[config.mk]
export PLATFORM = sky130hd
export DESIGN_NAME = pwr_down_ctrl
export DESIGN_NICKNAME = d
export VERILOG_FILES = /design/src/inc/pwr_down_pkg.sv /design/src/rtl/pwr_down_ctrl.sv /design/src/rtl/pin_sync.sv /design/src/rtl/cycle_timer.sv
export SDC_FILE = /design/constraint.sdc
export NUM_CORES = 1
export LEC_CHECK = 0
export BUFFER_PORTS_ARGS = -buffer_cell sky130_fd_sc_hd__buf_2
export CORE_ASPECT_RATIO = 1.25
export CORE_MARGIN = 3
export CORE_UTILIZATION = 49
export CTS_CLUSTER_SIZE = 16
export DETAILED_ROUTE_END_ITERATION = 8
export PLACE_DENSITY = 0.83
export SETUP_SLACK_MARGIN = 0.1
export SLEW_MARGIN = 20
export SYNTH_ARGS = -nofsm -noshare
export SYNTH_HDL_FRONTEND = slang
export SYNTH_SLANG_ARGS = --single-unit
[constraint.sdc]
create_clock -name ref_clk -period 3.9 [get_ports ref_clk]
set_clock_uncertainty 0.1 [all_clocks]
set_input_delay 0 -clock ref_clk [delete_from_list [all_inputs] [get_ports ref_clk]]
set_output_delay 0 -clock ref_clk [all_outputs]
set_load 0.01 [all_outputs]
[src/inc/pwr_down_pkg.sv]
package pwr_down_pkg;

  // core clock
  localparam int          CLK_PERIOD_NS   = 100;

  // countdown widths and timing
  localparam int          TMR_W           = 8;
  localparam int          ENTRY_DELAY_CYC = 9;
  localparam int          SETTLE_NS       = 1000;
  localparam int          SETTLE_CYC_RAW  = (SETTLE_NS + CLK_PERIOD_NS - 1) / CLK_PERIOD_NS;
  localparam int          SETTLE_CYC      = (SETTLE_CYC_RAW < 1) ? 1 : SETTLE_CYC_RAW;
  localparam logic [TMR_W-1:0] ENTRY_LOAD  = TMR_W'(ENTRY_DELAY_CYC);
  localparam logic [TMR_W-1:0] SETTLE_LOAD = TMR_W'(SETTLE_CYC);

  // register offsets (byte addresses)
  localparam int          OFF_W           = 8;
  localparam logic [OFF_W-1:0] OFF_CSW     = 8'h00;
  localparam logic [OFF_W-1:0] OFF_IEM     = 8'h04;
  localparam logic [OFF_W-1:0] OFF_STAT    = 8'h08;

  // control_status_word layout
  localparam int          PDS_MSB         = 15;
  localparam int          PDS_LSB         = 10;
  localparam int          PDS_W           = PDS_MSB - PDS_LSB + 1;
  localparam int          GIE_BIT         = 0;
  // irq_enable_mask layout
  localparam int          NMI_GATE_ENABLE_BIT        = 1;
  // status layout
  localparam int          ST_STATE_LSB    = 0;
  localparam int          ST_EMU_MASK_BIT = 4;
  localparam int          ST_READY_BIT    = 5;
  localparam int          ST_LOCKED_BIT   = 6;

  // power_down_select encodings
  localparam logic [PDS_W-1:0] PDS_NONE      = 6'h00;
  localparam logic [PDS_W-1:0] PDS_LIGHT_EN  = 6'h09;
  localparam logic [PDS_W-1:0] PDS_LIGHT_ANY = 6'h11;
  localparam logic [PDS_W-1:0] PDS_CLK_STOP  = 6'h1A;
  localparam logic [PDS_W-1:0] PDS_OSC_STOP  = 6'h1C;

  // bus constants
  localparam logic [1:0]  HTRANS_NONSEQ   = 2'h2;
  localparam logic        HRESP_OKAY      = 1'h0;
  localparam logic [31:0] WORD_ZERO       = 32'h0000_0000;

  typedef enum logic [2:0] {
    MODE_NONE, MODE_LIGHT_EN, MODE_LIGHT_ANY, MODE_CLK_STOP, MODE_OSC_STOP
  } pd_mode_t;

  typedef enum logic [2:0] {
    ST_LOCK, ST_SETTLE, ST_RUN, ST_PEND, ST_LIGHT_EN, ST_LIGHT_ANY, ST_CLK_STOP, ST_OSC_STOP
  } pd_state_t;

  // reserved encodings behave as no power-down
  function automatic pd_mode_t decode_mode(input logic [PDS_W-1:0] pds);
    pd_mode_t m;
    m = MODE_NONE;
    if (pds == PDS_LIGHT_EN) m = MODE_LIGHT_EN;
    if (pds == PDS_LIGHT_ANY) m = MODE_LIGHT_ANY;
    if (pds == PDS_CLK_STOP) m = MODE_CLK_STOP;
    if (pds == PDS_OSC_STOP) m = MODE_OSC_STOP;
    return m;
  endfunction

endpackage

[src/rtl/pwr_down_ctrl.sv]
// The register offsets and the AHB-Lite register port were chosen for this implementation.
`timescale 1ns/10ps
// Functional notes
// mode comes from bits 15..10 of control word
// software writes the whole field at once
// software writes zero to the top field bit
// selected mode takes effect nine cycles after write
// software pads nops after the write
// non-enabled wake resumes at the sleep point
// enabled wake runs the service routine first
// service routine needs both global and nmi enables
// clock and oscillator stop end only on reset
// zero is run; 001001 light sleep, enabled wake
// 010001 blocks cpu clocks, any interrupt wakes
// dma keeps running during light sleep
// 011010 halts pll output, whole chip stops
// 011100 halts pll input, relock after reset
// oscillator stop wakes slower than clock stop
// clock stop modes retain registers and memory
// clock stop modes freeze functional outputs
// attached emulator masks sleep until reset or detach
// deep sleep spins emulator runs, fails pc writes
// reserved encodings act as no power-down
module pwr_down_ctrl
  import pwr_down_pkg::*;
#(
  parameter int N_IRQ = 16
) (
  input  wire logic             ref_clk,
  input  wire logic             rst,
  input  wire logic             hsel,
  input  wire logic [31:0]      haddr,
  input  wire logic [1:0]       htrans,
  input  wire logic             hwrite,
  input  wire logic [2:0]       hsize,
  input  wire logic [31:0]      hwdata,
  input  wire logic             hready,
  output logic                  hreadyout,
  output logic [31:0]           hrdata,
  output logic                  hresp,
  input  wire logic [N_IRQ-1:0] irq_pending,
  input  wire logic [31:0]      cpu_pc,
  input  wire logic             pll_locked_pin,
  input  wire logic             emu_attached_pin,
  input  wire logic             emu_reset_pin,
  input  wire logic             emu_exec_req,
  input  wire logic             emu_pc_wr,
  output logic                  cpu_halt,
  output logic                  cpu_clk_block,
  output logic                  pll_out_stop,
  output logic                  pll_in_stop,
  output logic                  io_freeze,
  output logic                  dma_allow,
  output logic                  core_ready,
  output logic                  wake_pulse,
  output logic                  isr_take,
  output logic [31:0]           resume_pc,
  output logic                  emu_spin,
  output logic                  emu_pc_wr_fail
);


  // pin inputs from outside the core clock domain

  logic pll_locked;
  logic emu_attached;
  logic emu_reset_lvl;
  logic emu_reset_prev_r;
  logic emu_reset_evt;

  pin_sync u_sync_lock (
    .ref_clk (ref_clk),
    .rst     (rst),
    .pin     (pll_locked_pin),
    .level   (pll_locked)
  );

  pin_sync u_sync_emu_att (
    .ref_clk (ref_clk),
    .rst     (rst),
    .pin     (emu_attached_pin),
    .level   (emu_attached)
  );

  pin_sync u_sync_emu_rst (
    .ref_clk (ref_clk),
    .rst     (rst),
    .pin     (emu_reset_pin),
    .level   (emu_reset_lvl)
  );

  assign emu_reset_evt = emu_reset_lvl && !emu_reset_prev_r;


  // bus slave: zero wait state, always OKAY

  logic [OFF_W-1:0] addr_r;
  logic             wr_pend_r;
  logic [31:0]      hrdata_r;
  logic             bus_take;
  logic             bus_wr_take;
  logic             bus_rd_take;
  logic             csw_wr;
  logic             iem_wr;
  logic [31:0]      rd_word;
  logic [OFF_W-1:0] rd_off;

  assign hreadyout   = 1'b1;
  assign hresp       = HRESP_OKAY;
  assign hrdata      = hrdata_r;
  assign bus_take    = hsel && hready && (htrans == HTRANS_NONSEQ);
  assign bus_wr_take = bus_take && hwrite;
  assign bus_rd_take = bus_take && !hwrite;
  assign csw_wr      = wr_pend_r && (addr_r == OFF_CSW);
  assign iem_wr      = wr_pend_r && (addr_r == OFF_IEM);
  assign rd_off      = haddr[OFF_W-1:0];


  // software-visible state

  logic [PDS_W-1:0] pds_r;
  logic [PDS_W-1:0] pds_nxt;
  logic             gie_r;
  logic [N_IRQ-1:0] iem_r;
  logic             nmi_gate_enable;
  logic [31:0]      csw_word;
  logic [31:0]      iem_word;
  logic [31:0]      stat_word;
  pd_mode_t         sel_mode;

  assign sel_mode = decode_mode(pds_r);
  assign nmi_gate_enable     = iem_r[NMI_GATE_ENABLE_BIT];


  // emulator masking

  logic emu_mask_r;
  logic emu_att_prev_r;
  logic emu_att_evt;
  logic emu_mask_nxt;

  assign emu_att_evt  = emu_attached && !emu_att_prev_r;
  // masking holds from attach until emulator reset or cable removal
  assign emu_mask_nxt = emu_att_evt ? 1'b1 :
                        ((emu_reset_evt || !emu_attached) ? 1'b0 : emu_mask_r);


  // timers

  logic entry_load;
  logic entry_abort;
  logic entry_busy;
  logic entry_done;
  logic settle_load;
  logic settle_abort;
  logic settle_done;

  cycle_timer #(
    .W (TMR_W)
  ) u_entry_tmr (
    .ref_clk  (ref_clk),
    .rst      (rst),
    .load     (entry_load),
    .load_val (ENTRY_LOAD),
    .abort    (entry_abort),
    .busy     (entry_busy),
    .done     (entry_done)
  );

  cycle_timer #(
    .W (TMR_W)
  ) u_settle_tmr (
    .ref_clk  (ref_clk),
    .rst      (rst),
    .load     (settle_load),
    .load_val (SETTLE_LOAD),
    .abort    (settle_abort),
    .busy     (),
    .done     (settle_done)
  );


  // sequencer

  pd_state_t        state_r;
  pd_state_t        state_nxt;
  logic [N_IRQ-1:0] irq_enabled;
  logic             hit_enabled;
  logic             hit_any;
  logic             wake_light;
  logic             wake_isr;
  logic             enter_now;
  logic             deep;
  logic             light;
  logic             req_mode_sleep;

  assign irq_enabled    = irq_pending & iem_r;
  assign hit_enabled    = |irq_enabled;
  assign hit_any        = |irq_pending;
  assign req_mode_sleep = (decode_mode(pds_nxt) != MODE_NONE);
  assign deep           = (state_r == ST_CLK_STOP) || (state_r == ST_OSC_STOP);
  assign light          = (state_r == ST_LIGHT_EN) || (state_r == ST_LIGHT_ANY);
  assign enter_now      = (state_r == ST_PEND) && entry_done && !emu_mask_r;

  // light sleep ends on an enabled hit, on any hit in the clock-blocked variant, or when emulator masking is set
  assign wake_light = ((state_r == ST_LIGHT_EN) && hit_enabled) ||
                      ((state_r == ST_LIGHT_ANY) && hit_any) ||
                      (light && emu_mask_r);
  // the service routine runs only for an enabled hit with both gates open
  assign wake_isr   = wake_light && hit_enabled && gie_r && nmi_gate_enable;

  // a write of a sleep encoding to the whole field restarts the entry countdown
  assign entry_load  = csw_wr && req_mode_sleep && !deep && (state_r != ST_LOCK)
                       && (state_r != ST_SETTLE);
  assign entry_abort = csw_wr && !req_mode_sleep;

  // settle count starts once the pll reports lock after reset
  assign settle_load  = (state_r == ST_LOCK) && pll_locked;
  assign settle_abort = (state_r == ST_SETTLE) && !pll_locked;

  always_comb begin
    state_nxt = state_r;
    unique case (state_r)
      ST_LOCK: begin
        if (pll_locked) state_nxt = ST_SETTLE;
      end
      ST_SETTLE: begin
        if (!pll_locked) state_nxt = ST_LOCK;
        else if (settle_done) state_nxt = ST_RUN;
      end
      ST_RUN: begin
        if (entry_load) state_nxt = ST_PEND;
      end
      ST_PEND: begin
        if (entry_abort) state_nxt = ST_RUN;
        else if (entry_done && emu_mask_r) state_nxt = ST_RUN;
        else if (enter_now) begin
          unique case (sel_mode)
            MODE_LIGHT_EN:  state_nxt = ST_LIGHT_EN;
            MODE_LIGHT_ANY: state_nxt = ST_LIGHT_ANY;
            MODE_CLK_STOP:  state_nxt = ST_CLK_STOP;
            MODE_OSC_STOP:  state_nxt = ST_OSC_STOP;
            default:        state_nxt = ST_RUN;
          endcase
        end
      end
      ST_LIGHT_EN, ST_LIGHT_ANY: begin
        if (wake_light) state_nxt = ST_RUN;
      end
      ST_CLK_STOP, ST_OSC_STOP: begin
        state_nxt = state_r;
      end
      default: state_nxt = ST_LOCK;
    endcase
  end

  // field is cleared by hardware on a light-sleep wake; a software write in
  // the same cycle wins so the new request is not lost
  always_comb begin
    pds_nxt = pds_r;
    if (wake_light) pds_nxt = PDS_NONE;
    if (csw_wr) pds_nxt = hwdata[PDS_MSB:PDS_LSB];
  end


  // read data

  assign csw_word  = {16'h0000, pds_r, 9'h000, gie_r};
  assign iem_word  = 32'(iem_r);
  assign stat_word = {25'h000_0000, pll_locked, core_ready, emu_mask_r, 1'b0, state_r};
  assign rd_word   = (rd_off == OFF_CSW)  ? csw_word  :
                     (rd_off == OFF_IEM)  ? iem_word  :
                     (rd_off == OFF_STAT) ? stat_word : WORD_ZERO;


  // registers

  always_ff @(posedge ref_clk or posedge rst) begin
    if (rst) begin
      addr_r    <= OFF_CSW;
      wr_pend_r <= 1'b0;
      hrdata_r  <= WORD_ZERO;
    end else begin
      wr_pend_r <= bus_wr_take;
      addr_r    <= bus_take ? rd_off : addr_r;
      hrdata_r  <= bus_rd_take ? rd_word : hrdata_r;
    end
  end

  always_ff @(posedge ref_clk or posedge rst) begin
    if (rst) begin
      pds_r <= PDS_NONE;
      gie_r <= 1'b0;
      iem_r <= '0;
    end else begin
      pds_r <= pds_nxt;
      gie_r <= csw_wr ? hwdata[GIE_BIT] : gie_r;
      iem_r <= iem_wr ? hwdata[N_IRQ-1:0] : iem_r;
    end
  end

  always_ff @(posedge ref_clk or posedge rst) begin
    if (rst) begin
      emu_mask_r       <= 1'b0;
      emu_att_prev_r   <= 1'b0;
      emu_reset_prev_r <= 1'b0;
    end else begin
      emu_mask_r       <= emu_mask_nxt;
      emu_att_prev_r   <= emu_attached;
      emu_reset_prev_r <= emu_reset_lvl;
    end
  end

  always_ff @(posedge ref_clk or posedge rst) begin
    if (rst) begin
      state_r <= ST_LOCK;
    end else begin
      state_r <= state_nxt;
    end
  end


  // gating outputs, registered from the next state so they do not glitch

  logic cpu_halt_r;
  logic cpu_clk_block_r;
  logic pll_out_stop_r;
  logic pll_in_stop_r;
  logic io_freeze_r;
  logic dma_allow_r;
  logic core_ready_r;
  logic wake_pulse_r;
  logic isr_take_r;
  logic [31:0] resume_pc_r;
  logic n_deep;
  logic n_light;

  assign n_deep  = (state_nxt == ST_CLK_STOP) || (state_nxt == ST_OSC_STOP);
  assign n_light = (state_nxt == ST_LIGHT_EN) || (state_nxt == ST_LIGHT_ANY);

  always_ff @(posedge ref_clk or posedge rst) begin
    if (rst) begin
      cpu_halt_r      <= 1'b1;
      cpu_clk_block_r <= 1'b0;
      pll_out_stop_r  <= 1'b0;
      pll_in_stop_r   <= 1'b0;
      io_freeze_r     <= 1'b0;
      dma_allow_r     <= 1'b0;
      core_ready_r    <= 1'b0;
    end else begin
      cpu_halt_r      <= n_light || n_deep || (state_nxt == ST_LOCK) || (state_nxt == ST_SETTLE);
      cpu_clk_block_r <= (state_nxt == ST_LIGHT_ANY);
      pll_out_stop_r  <= (state_nxt == ST_CLK_STOP);
      pll_in_stop_r   <= (state_nxt == ST_OSC_STOP);
      io_freeze_r     <= n_deep;
      dma_allow_r     <= !n_deep && (state_nxt != ST_LOCK) && (state_nxt != ST_SETTLE);
      core_ready_r    <= (state_nxt != ST_LOCK) && (state_nxt != ST_SETTLE);
    end
  end

  // resume point is captured when sleep takes effect and kept until the next entry
  always_ff @(posedge ref_clk or posedge rst) begin
    if (rst) begin
      wake_pulse_r <= 1'b0;
      isr_take_r   <= 1'b0;
      resume_pc_r  <= WORD_ZERO;
    end else begin
      wake_pulse_r <= wake_light;
      isr_take_r   <= wake_isr;
      resume_pc_r  <= enter_now ? cpu_pc : resume_pc_r;
    end
  end

  assign cpu_halt       = cpu_halt_r;
  assign cpu_clk_block  = cpu_clk_block_r;
  assign pll_out_stop   = pll_out_stop_r;
  assign pll_in_stop    = pll_in_stop_r;
  assign io_freeze      = io_freeze_r;
  assign dma_allow      = dma_allow_r;
  assign core_ready     = core_ready_r;
  assign wake_pulse     = wake_pulse_r;
  assign isr_take       = isr_take_r;
  assign resume_pc      = resume_pc_r;

  // emulator requests are answered combinationally while deep sleep holds
  assign emu_spin       = deep && emu_exec_req;
  assign emu_pc_wr_fail = deep && emu_pc_wr;

endmodule

[src/rtl/pin_sync.sv]
`timescale 1ns/10ps
module pin_sync (
  input  wire logic ref_clk,
  input  wire logic rst,
  input  wire logic pin,
  output logic      level
);
  logic s1_r;
  logic s2_r;
  logic s3_r;
  logic level_r;

  // a change is accepted once the second and third stage agree
  always_ff @(posedge ref_clk or posedge rst) begin
    if (rst) begin
      s1_r    <= 1'b0;
      s2_r    <= 1'b0;
      s3_r    <= 1'b0;
      level_r <= 1'b0;
    end else begin
      s1_r    <= pin;
      s2_r    <= s1_r;
      s3_r    <= s2_r;
      level_r <= (s2_r == s3_r) ? s3_r : level_r;
    end
  end

  assign level = level_r;
endmodule

[src/rtl/cycle_timer.sv]
`timescale 1ns/10ps
module cycle_timer #(
  parameter int W = 8
) (
  input  wire logic         ref_clk,
  input  wire logic         rst,
  input  wire logic         load,
  input  wire logic [W-1:0] load_val,
  input  wire logic         abort,
  output logic              busy,
  output logic              done
);
  localparam logic [W-1:0] ONE  = W'(1);
  localparam logic [W-1:0] ZERO = W'(0);

  logic [W-1:0] cnt_r;
  logic [W-1:0] cnt_nxt;

  // done marks the edge on which the count reaches zero
  assign busy    = (cnt_r != ZERO);
  assign done    = (cnt_r == ONE) && !abort && !load;
  assign cnt_nxt = abort ? ZERO : (load ? load_val : (busy ? cnt_r - ONE : ZERO));

  always_ff @(posedge ref_clk or posedge rst) begin
    if (rst) begin
      cnt_r <= ZERO;
    end else begin
      cnt_r <= cnt_nxt;
    end
  end
endmodule

==> results of run 1 <==
[power by group through the flow]
stage	Sequential [mW]	Clock, mW	Combinational, mW
final	1.51	1.63	0.448
after global routing	1.52	1.71	0.501
after CTS	1.50	1.65	0.447
after detailed placement	1.52	0	0.398
after global placement	1.51	0	0.378
after floorplan	1.51	0	0.265
[cell type report]
| class | instances | area [um2] |
|---|---|---|
| Tap cell | 132 | 165.2 |
| Clock inverter | 7 | 138.9 |
| Timing Repair Buffer | 206 | 1344 |
| Clock buffer | 24 | 471.7 |
| Fill cell | 726 | 3267 |
| Sequential cell | 123 | 3079 |
| Multi-Input combinational cell | 301 | 2151 |
| Inverter | 13 | 51.30 |
[layer usage]
metal	wire, um	GRT usage [%]
met5	0	0
met4	325	9.052
met3	874	6.208
met2	7301	42.15
met1	5317	27.00
[kinds of logic after synthesis]
family,count (synthesis),share of synthesized area [%]
xor gates and xnor gates,16,2.592
and+or+nand+nor,146,14.35
muxes,57,11.85
AOI/OAI and AO/OA,56,8.030
other,2,0.1389
buffers and inverters,44,4.374
DFF,123,56.95
adders and majority gates,8,1.713
[placed cells by master (no fill, tap or decap), types with 3 or more instances in the layout]
| cell | count |
|---|---|
| buf_2 | 142 |
| dfrtp_1 | 122 |
| dlygate4sd3_1 | 61 |
| mux2_2 | 56 |
| nor2_1 | 40 |
| nand2_1 | 34 |
| conb_1 | 18 |
| clkbuf_16 | 17 |
| a22o_1 | 13 |
| nand3_1 | 12 |
| inv_1 | 11 |
| nor3_1 | 11 |
| a221oi_1 | 10 |
| xor2_1 | 8 |
| xnor2_1 | 8 |
| nor4_1 | 7 |
| nand2b_1 | 5 |
| and3_1 | 5 |
| a21oi_1 | 5 |
| ha_1 | 5 |
| clkbuf_1 | 5 |
| nor2b_1 | 4 |
| o21ai_0 | 4 |
| nor3b_1 | 4 |
| a211oi_1 | 4 |
| bufinv_16 | 4 |
| nand3b_1 | 3 |
| maj3_1 | 3 |
| a21o_1 | 3 |
| or2_2 | 3 |
| buf_4 | 3 |
[how the worst max path moves through the flow]
stage / startpoint / endpoint / slack, ns / cells past startpoint
2_1_floorplan: rst / addr_r[0]$_DFFE_PP0P_ / 0.53 / 1
4_1_cts: addr_r[7]$_DFFE_PP0P_ / pll_out_stop$_DFF_PP0_ / 1.60 / 7
6_report: addr_r[7]$_DFFE_PP0P_ / pll_out_stop$_DFF_PP0_ / 1.59 / 7
3_3_place_gp: addr_r[7]$_DFFE_PP0P_ / cpu_clk_block$_DFF_PP0_ / 1.65 / 6
3_5_place_dp: state_r[2]$_DFF_PP0_ / dma_allow$_DFF_PP0_ / 1.62 / 7
5_1_grt: state_r[1]$_DFF_PP0_ / cpu_clk_block$_DFF_PP0_ / 1.40 / 7
[synth_stat cells, drive strengths merged (3+ instances only)]
cell type  count  share of area, %
nor4b          3              0.60
inv           13              0.90
clkbuf        10              0.69
nand2         34               2.4
a21o           3              0.42
a211oi         4              0.56
or2            3              0.35
nand4          3              0.62
nor2          40               2.8
nand3         12               1.1
xnor2          8               1.3
maj3           3              0.56
nor4           9               1.3
nand3b         4              0.62
a22o          13               2.1
nor3          11               1.0
o21ai          4              0.37
xor2           8               1.3
nor2b          4              0.46
and3           5              0.58
buf           21               2.8
dfrtp        122                56
nand2b         5              0.58
nor3b          4              0.56
a21oi          5              0.46
ha             5               1.2
a221oi        10               1.6
mux2          56                12
[critical path: stages, from the launching register on]
cell and delay (ns):
dfrtp_1 0.38, nor4_2 0.40, and3b_1 0.50, o31a_1 0.29
a211o_1 0.13, and4_1 0.25, inv_1 0.08, nor2_1 0.10
[stage by stage]
| step | area, um2 | worst slack [ns] | util (%) | hold WS [ns] |
|---|---|---|---|---|
| floorplan | 5466 | 0.5308 | - | -0.06857 |
| global placement | 6180 | 1.646 | 57.93 | 0.009545 |
| detailed placement | 6180 | 1.622 | 57.93 | 0.01318 |
| CTS | 7401 | 1.600 | 69.38 | 0.1010 |
| global route | 7401 | 1.401 | 69.38 | 0.1450 |
| finish | 7401 | 1.590 | 69.38 | 0.09415 |
[flip-flops by register name, indices dropped and copies added (netlist names), 3 cells and up]
name                flops
u_entry_tmr.cnt_r       8
pds_r                   6
resume_pc              32
iem_r                  16
u_settle_tmr.cnt_r      8
addr_r                  8
state_r                 3
hrdata                 16
==> run_results.csv, run 1 <==
group,metric,value,unit
global_routing,antenna_found_initial,0,
hold_path,min_to,"wr_pend_r$_DFF_PP0_",
cts,hold_buffers,61,
global_routing,grt_first_pass_wirelength,22600,um
global_routing,grt.total_usage,23.62,%
cts,cts_setup_buffers,0,
power_and_ir_drop,pwr-share-seq,42.0,%
floorplan,rows,42,
power_and_ir_drop,p_clk_share,45.5,%
logic_synthesis,synth-edff-count,0,
worst_setup_path,crit_type,"reg2reg",
finish,stdcell_count,806,
routing,wirelength,13820,um
global_routing,grt_max_degree,74,
placement,place.gp.congestion,0.9139,
finish,n_antenna_cell,0,
routing,drt_first_pass_iters,7,
cts,htreeDepth,4,
sta,fin_setup_tns,0,ns
power_and_ir_drop,p_leak,3.582,nW
power_and_ir_drop,ir_drop,0.3211,mV
floorplan,core_area,0.01067,mm2
cts,post_cts_resized,0,
sta,setup_viol,0,
sta,period_share,59.22,%
floorplan,die-area,0.01234,mm2
cts,cts_tree,"done",
power_and_ir_drop,switching_share,23.91,%
sta,rsz0062_at_grt,"false",
sta,tightest_slew,0.8778,ns
global_routing,first_global_vias,4701,
power_and_ir_drop,p_per_area,484.8,mW/mm2
sta,layout_min_cycle_time,2.310,ns
power_and_ir_drop,total_power,3.588,mW
hold_path,min-delay-start,"htrans[0]",
routing,via_per_inst,5.356,
sta,fmax,433.0,MHz
global_routing,overflow,0,
hold_path,min_path_cells,3,
cts,clk_path_buf_depth,2,
outcome,status,"completed",
logic_synthesis,synth-seq-area-share,56.95,%
cts,cts_made_buffers,17,
power_and_ir_drop,combPwrFrac,12.5,%
routing,final_antenna_net_count,0,
logic_synthesis,async_reset_ff_share,100.0,%
worst_setup_path,setup.worst_path.start_class,"register",
worst_setup_path,r2r_start,"addr_r[7]$_DFFE_PP0P_",
floorplan,initial_core_util,50.68,%
routing,drc,0,
worst_setup_path,cp_max_fo,11,
power_and_ir_drop,p_int,2.730,mW
hold_path,hold_path.class,"in2reg",
worst_setup_path,cp.arrival,2.54,ns
worst_setup_path,worst_setup_path_end_kind,"register",
placement,placedCellCount,714,
worst_setup_path,worstPathRequired,4.14,ns
routing,vias,4317,
floorplan,fp.dieH,123.4,um
cts,clkLatencyLatePin,0.41,ns
cts,clk_pin_slew,0.05,ns
floorplan,die_w,99.95,um
sta,maxSlewViolCount,0,
placement,io_buffer_count,142,
routing,wl_per_cell,17.15,um
logic_synthesis,ys.warnings.count,0,
cts,cts_root_buf,"clkbuf_16",
floorplan,ioPinCount,204,
logic_synthesis,syn_area_per_cell,11.96,um2
routing,drt_iter0_drc,186,
job,maxCapViolCount,0,
sta,relSlewSlack,41.48,%
logic_synthesis,ys_ff_latch,123,
worst_setup_path,r2r-end,"pll_out_stop$_DFF_PP0_",
logic_synthesis,synth_area,0.005406,mm2
logic_synthesis,synth_cells,452,
cts,numClockSinks,123,
finish,drive_gt1_share,35.61,%
finish,area_growth,36.89,%
worst_setup_path,r2r_setup_slack,1.59,ns
logic_synthesis,yosys_most_used_dff,"dfrtp_1",
finish,layout.nets,794,
worst_setup_path,rr_worst_depth,7,
sta,finalHoldViolations,0,
placement,hpwlAfterDp,9124,um
power_and_ir_drop,power.switching,0.8580,mW
logic_synthesis,synthDistinctLibCells,56,
Note: power is estimated with default switching activity, not from simulation.
==> inputs of run 2 (changes only) <==
Settings changed: CORE_UTILIZATION 49 to 44, PLACE_DENSITY 0.83 to 0.79.
Clock period 3.9 ns to 1.87 ns, I/O delays scaled along.
==> run 2 against run 1 <==
The flow now finishes with violations (negative setup slack). Combinational power grew to 2.9 times the previous value. Maximum frequency grew 12%. Sequential share of layout area shrank 5.2 points. Power up 110%. First-iteration DRC count up 5.9%. Wire length grew 16%. Setup slack worse by 1.8 ns.
==> run_results.csv, run 2 (same netlist as run 1, synthesis figures left out) <==
group,metric,value,unit
cts,clkLatencyLatePin,0.41,ns
cts,numClockSinks,123,
routing,vias,4655,
worst_setup_path,crit_chain,"nor4b_4 -> nand3b_4 -> nand4_4 -> buf_6 -> buf_6 -> clkbuf_16 -> mux2_4",
sta,finalHoldViolations,0,
cts,cts_made_buffers,17,
finish,stdcell_count,909,
job,maxCapViolCount,0,
floorplan,core_area,0.01184,mm2
worst_setup_path,startpoint,"addr_r[6]$_DFFE_PP0P_",
global_routing,overflow,0,
finish,final_common_cell,"buf_2",
sta,relSlewSlack,53.47,%
worst_setup_path,cp_num_buf_inv,3,
sta,layout_min_cycle_time,2.069,ns
power_and_ir_drop,p_int,5.691,mW
global_routing,first_global_vias,4756,
floorplan,die-area,0.01366,mm2
finish,fillerInstances,769,
routing,final_antenna_net_count,0,
worst_setup_path,crit_top_cell,"buf_6",
power_and_ir_drop,ir_drop,0.5397,mV
global_routing,grt.total_usage,21.92,%
worst_setup_path,cp_max_fo,7,
placement,pre_cts_slack,-0.1843,ns
routing,via_per_inst,5.121,
power_and_ir_drop,combPwrFrac,16.8,%
worst_setup_path,setup.worst_path.start_class,"register",
placement,placedCellCount,796,
hold_path,min-delay-start,"htrans[0]",
power_and_ir_drop,p_leak,4.311,nW
cts,clk_path_buf_depth,2,
sta,worst_slack,-0.1992,ns
worst_setup_path,slowest_delay,0.41,ns
sta,fmax,483.3,MHz
worst_setup_path,r2r_start,"addr_r[6]$_DFFE_PP0P_",
sta,tightest_slew,0.6965,ns
floorplan,initial_core_util,45.68,%
placement,place.gp.congestion,0.9148,
floorplan,ioPinCount,204,
worst_setup_path,r2r-end,"resume_pc[6]$_DFFE_PP0N_",
finish,layout_common_cells,"buf_2, dfrtp_1, dlygate4sd3_1",
worst_setup_path,crit_end,"resume_pc[6]$_DFFE_PP0N_",
finish,design_area,0.008463,mm2
outcome,violations,"negative setup slack",
floorplan,fp.dieH,129.9,um
worst_setup_path,worstPathRequired,2.06,ns
power_and_ir_drop,pwr-share-seq,40.9,%
hold_path,hold_path.class,"in2reg",
outcome,status,"finished with violations",
sta,period_share,110.7,%
worst_setup_path,crit_type,"reg2reg",
finish,largest_reg_flops,32,
cts,cts_root_buf,"clkbuf_16",
global_routing,grt_max_degree,38,
power_and_ir_drop,switching_share,25.70,%
worst_setup_path,r2r_setup_slack,-0.20,ns
finish,drive_gt1_share,44.79,%
worst_setup_path,worst_setup_path_end_kind,"register",
floorplan,rows,44,
cts,htreeDepth,4,
power_and_ir_drop,p_clk_share,42.3,%
global_routing,antenna_found_initial,0,
floorplan,die_w,105.1,um
worst_setup_path,cp.depth,7,
finish,area_growth,56.54,%
sta,setup_viol,47,
finish,final_core_util,71.50,%
worst_setup_path,rr_worst_depth,7,
cts,cts_tree,"done",
placement,io_buffer_count,142,
finish,n_antenna_cell,0,
power_and_ir_drop,power.switching,1.969,mW
power_and_ir_drop,total_power,7.659,mW
sta,maxSlewViolCount,0,
cts,clk_pin_slew,0.05,ns
routing,drc,0,
power_and_ir_drop,p_per_area,905.0,mW/mm2
finish,layout.nets,868,
worst_setup_path,slowest_stage,"dfrtp_1",
routing,drt_first_pass_iters,5,
routing,wirelength,16060,um
routing,drt_iter0_drc,197,
sta,rsz0062_at_grt,"true",
routing,wl_per_cell,17.67,um
worst_setup_path,cp.arrival,2.26,ns
placement,dpl_cell_area,0.006696,mm2
global_routing,grt_first_pass_wirelength,23640,um
worst_setup_path,crit_family,"simple AND/OR/NAND/NOR gates",
placement,hpwlAfterDp,10310,um
run 2: cell types whose count changed in the layout (fill, tap and decap cells not counted), sizes merged:
cell / previous run / this run
buf: 145 / 214
clkinvlp: 0 / 5
bufinv: 4 / 3
clkbuf: 24 / 23
clkinv: 3 / 4
dlygate4sd3: 61 / 62
run 2: layout make-up:
| cell class | instances | area (um2) | area share (%) |
|---|---|---|---|
| Sequential cell | 123 | 3079 | 36.38 |
| Clock inverter | 12 | 148.9 | 1.759 |
| Clock buffer | 19 | 432.9 | 5.115 |
| Timing Repair Buffer | 280 | 2090 | 24.69 |
| Multi-Input combinational cell | 301 | 2454 | 28.99 |
| Tap cell | 161 | 201.4 | 2.380 |
| Inverter | 13 | 57.56 | 0.6801 |
run 2: per-layer routing:
layer  up-vias  track usage, %  share of wire [%]
met5         -               0                  0
met4         0           8.340                2.2
met2       173           38.42                 53
met3        33           5.591                5.0
li1       2134               -                  -
met1      2315           26.15                 40
run 2: worst min-delay path by stage:
stage          cells past startpoint                       endpoint  slack (ns)
2_1_floorplan                      0  u_sync_emu_att.s1_r$_DFF_PP0_       -0.07
4_1_cts                            4          addr_r[6]$_DFFE_PP0P_        0.06
6_report                           4          addr_r[2]$_DFFE_PP0P_         0.1
3_3_place_gp                       1  u_sync_emu_att.s1_r$_DFF_PP0_       0.008
3_5_place_dp                       1  u_sync_emu_att.s1_r$_DFF_PP0_       0.009
5_1_grt                            4          addr_r[0]$_DFFE_PP0P_        0.09
run 2: what timing repair did:
item	CTS	global route
gates cloned	0	5
hold endpoints to repair	99	0
endpoints found under the setup margin	49	68
hold buffers	62	0
pin swaps	10	12
setup buffers	4	13
resized for setup	11	76
run 2: through the flow:
step | hold slack [ns] | TNS [ns]
CTS | 0.06229 | -4.836
finish | 0.09966 | -6.054
floorplan | -0.06857 | -0.5210
detailed placement | 0.009321 | -4.343
global route | 0.09473 | -9.574
global placement | 0.008277 | -1.628
run 2: worst register-to-register path, delay by kind of cell (launching register included):
family                 cells  cell delay, ns
buffers and inverters      3            0.42
flip-flops                 1            0.41
multiplexers               1            0.30
AND/OR/NAND/NOR            3            0.72
run 2: power groups by stage:
stage	sequential [mW]	combinational [mW]	clock, mW
floorplan	3.16	0.561	0
global placement	3.12	1.02	0
detailed placement	3.15	1.05	0
CTS	3.10	1.18	3.30
global route	3.16	1.41	3.44
finish	3.13	1.28	3.24
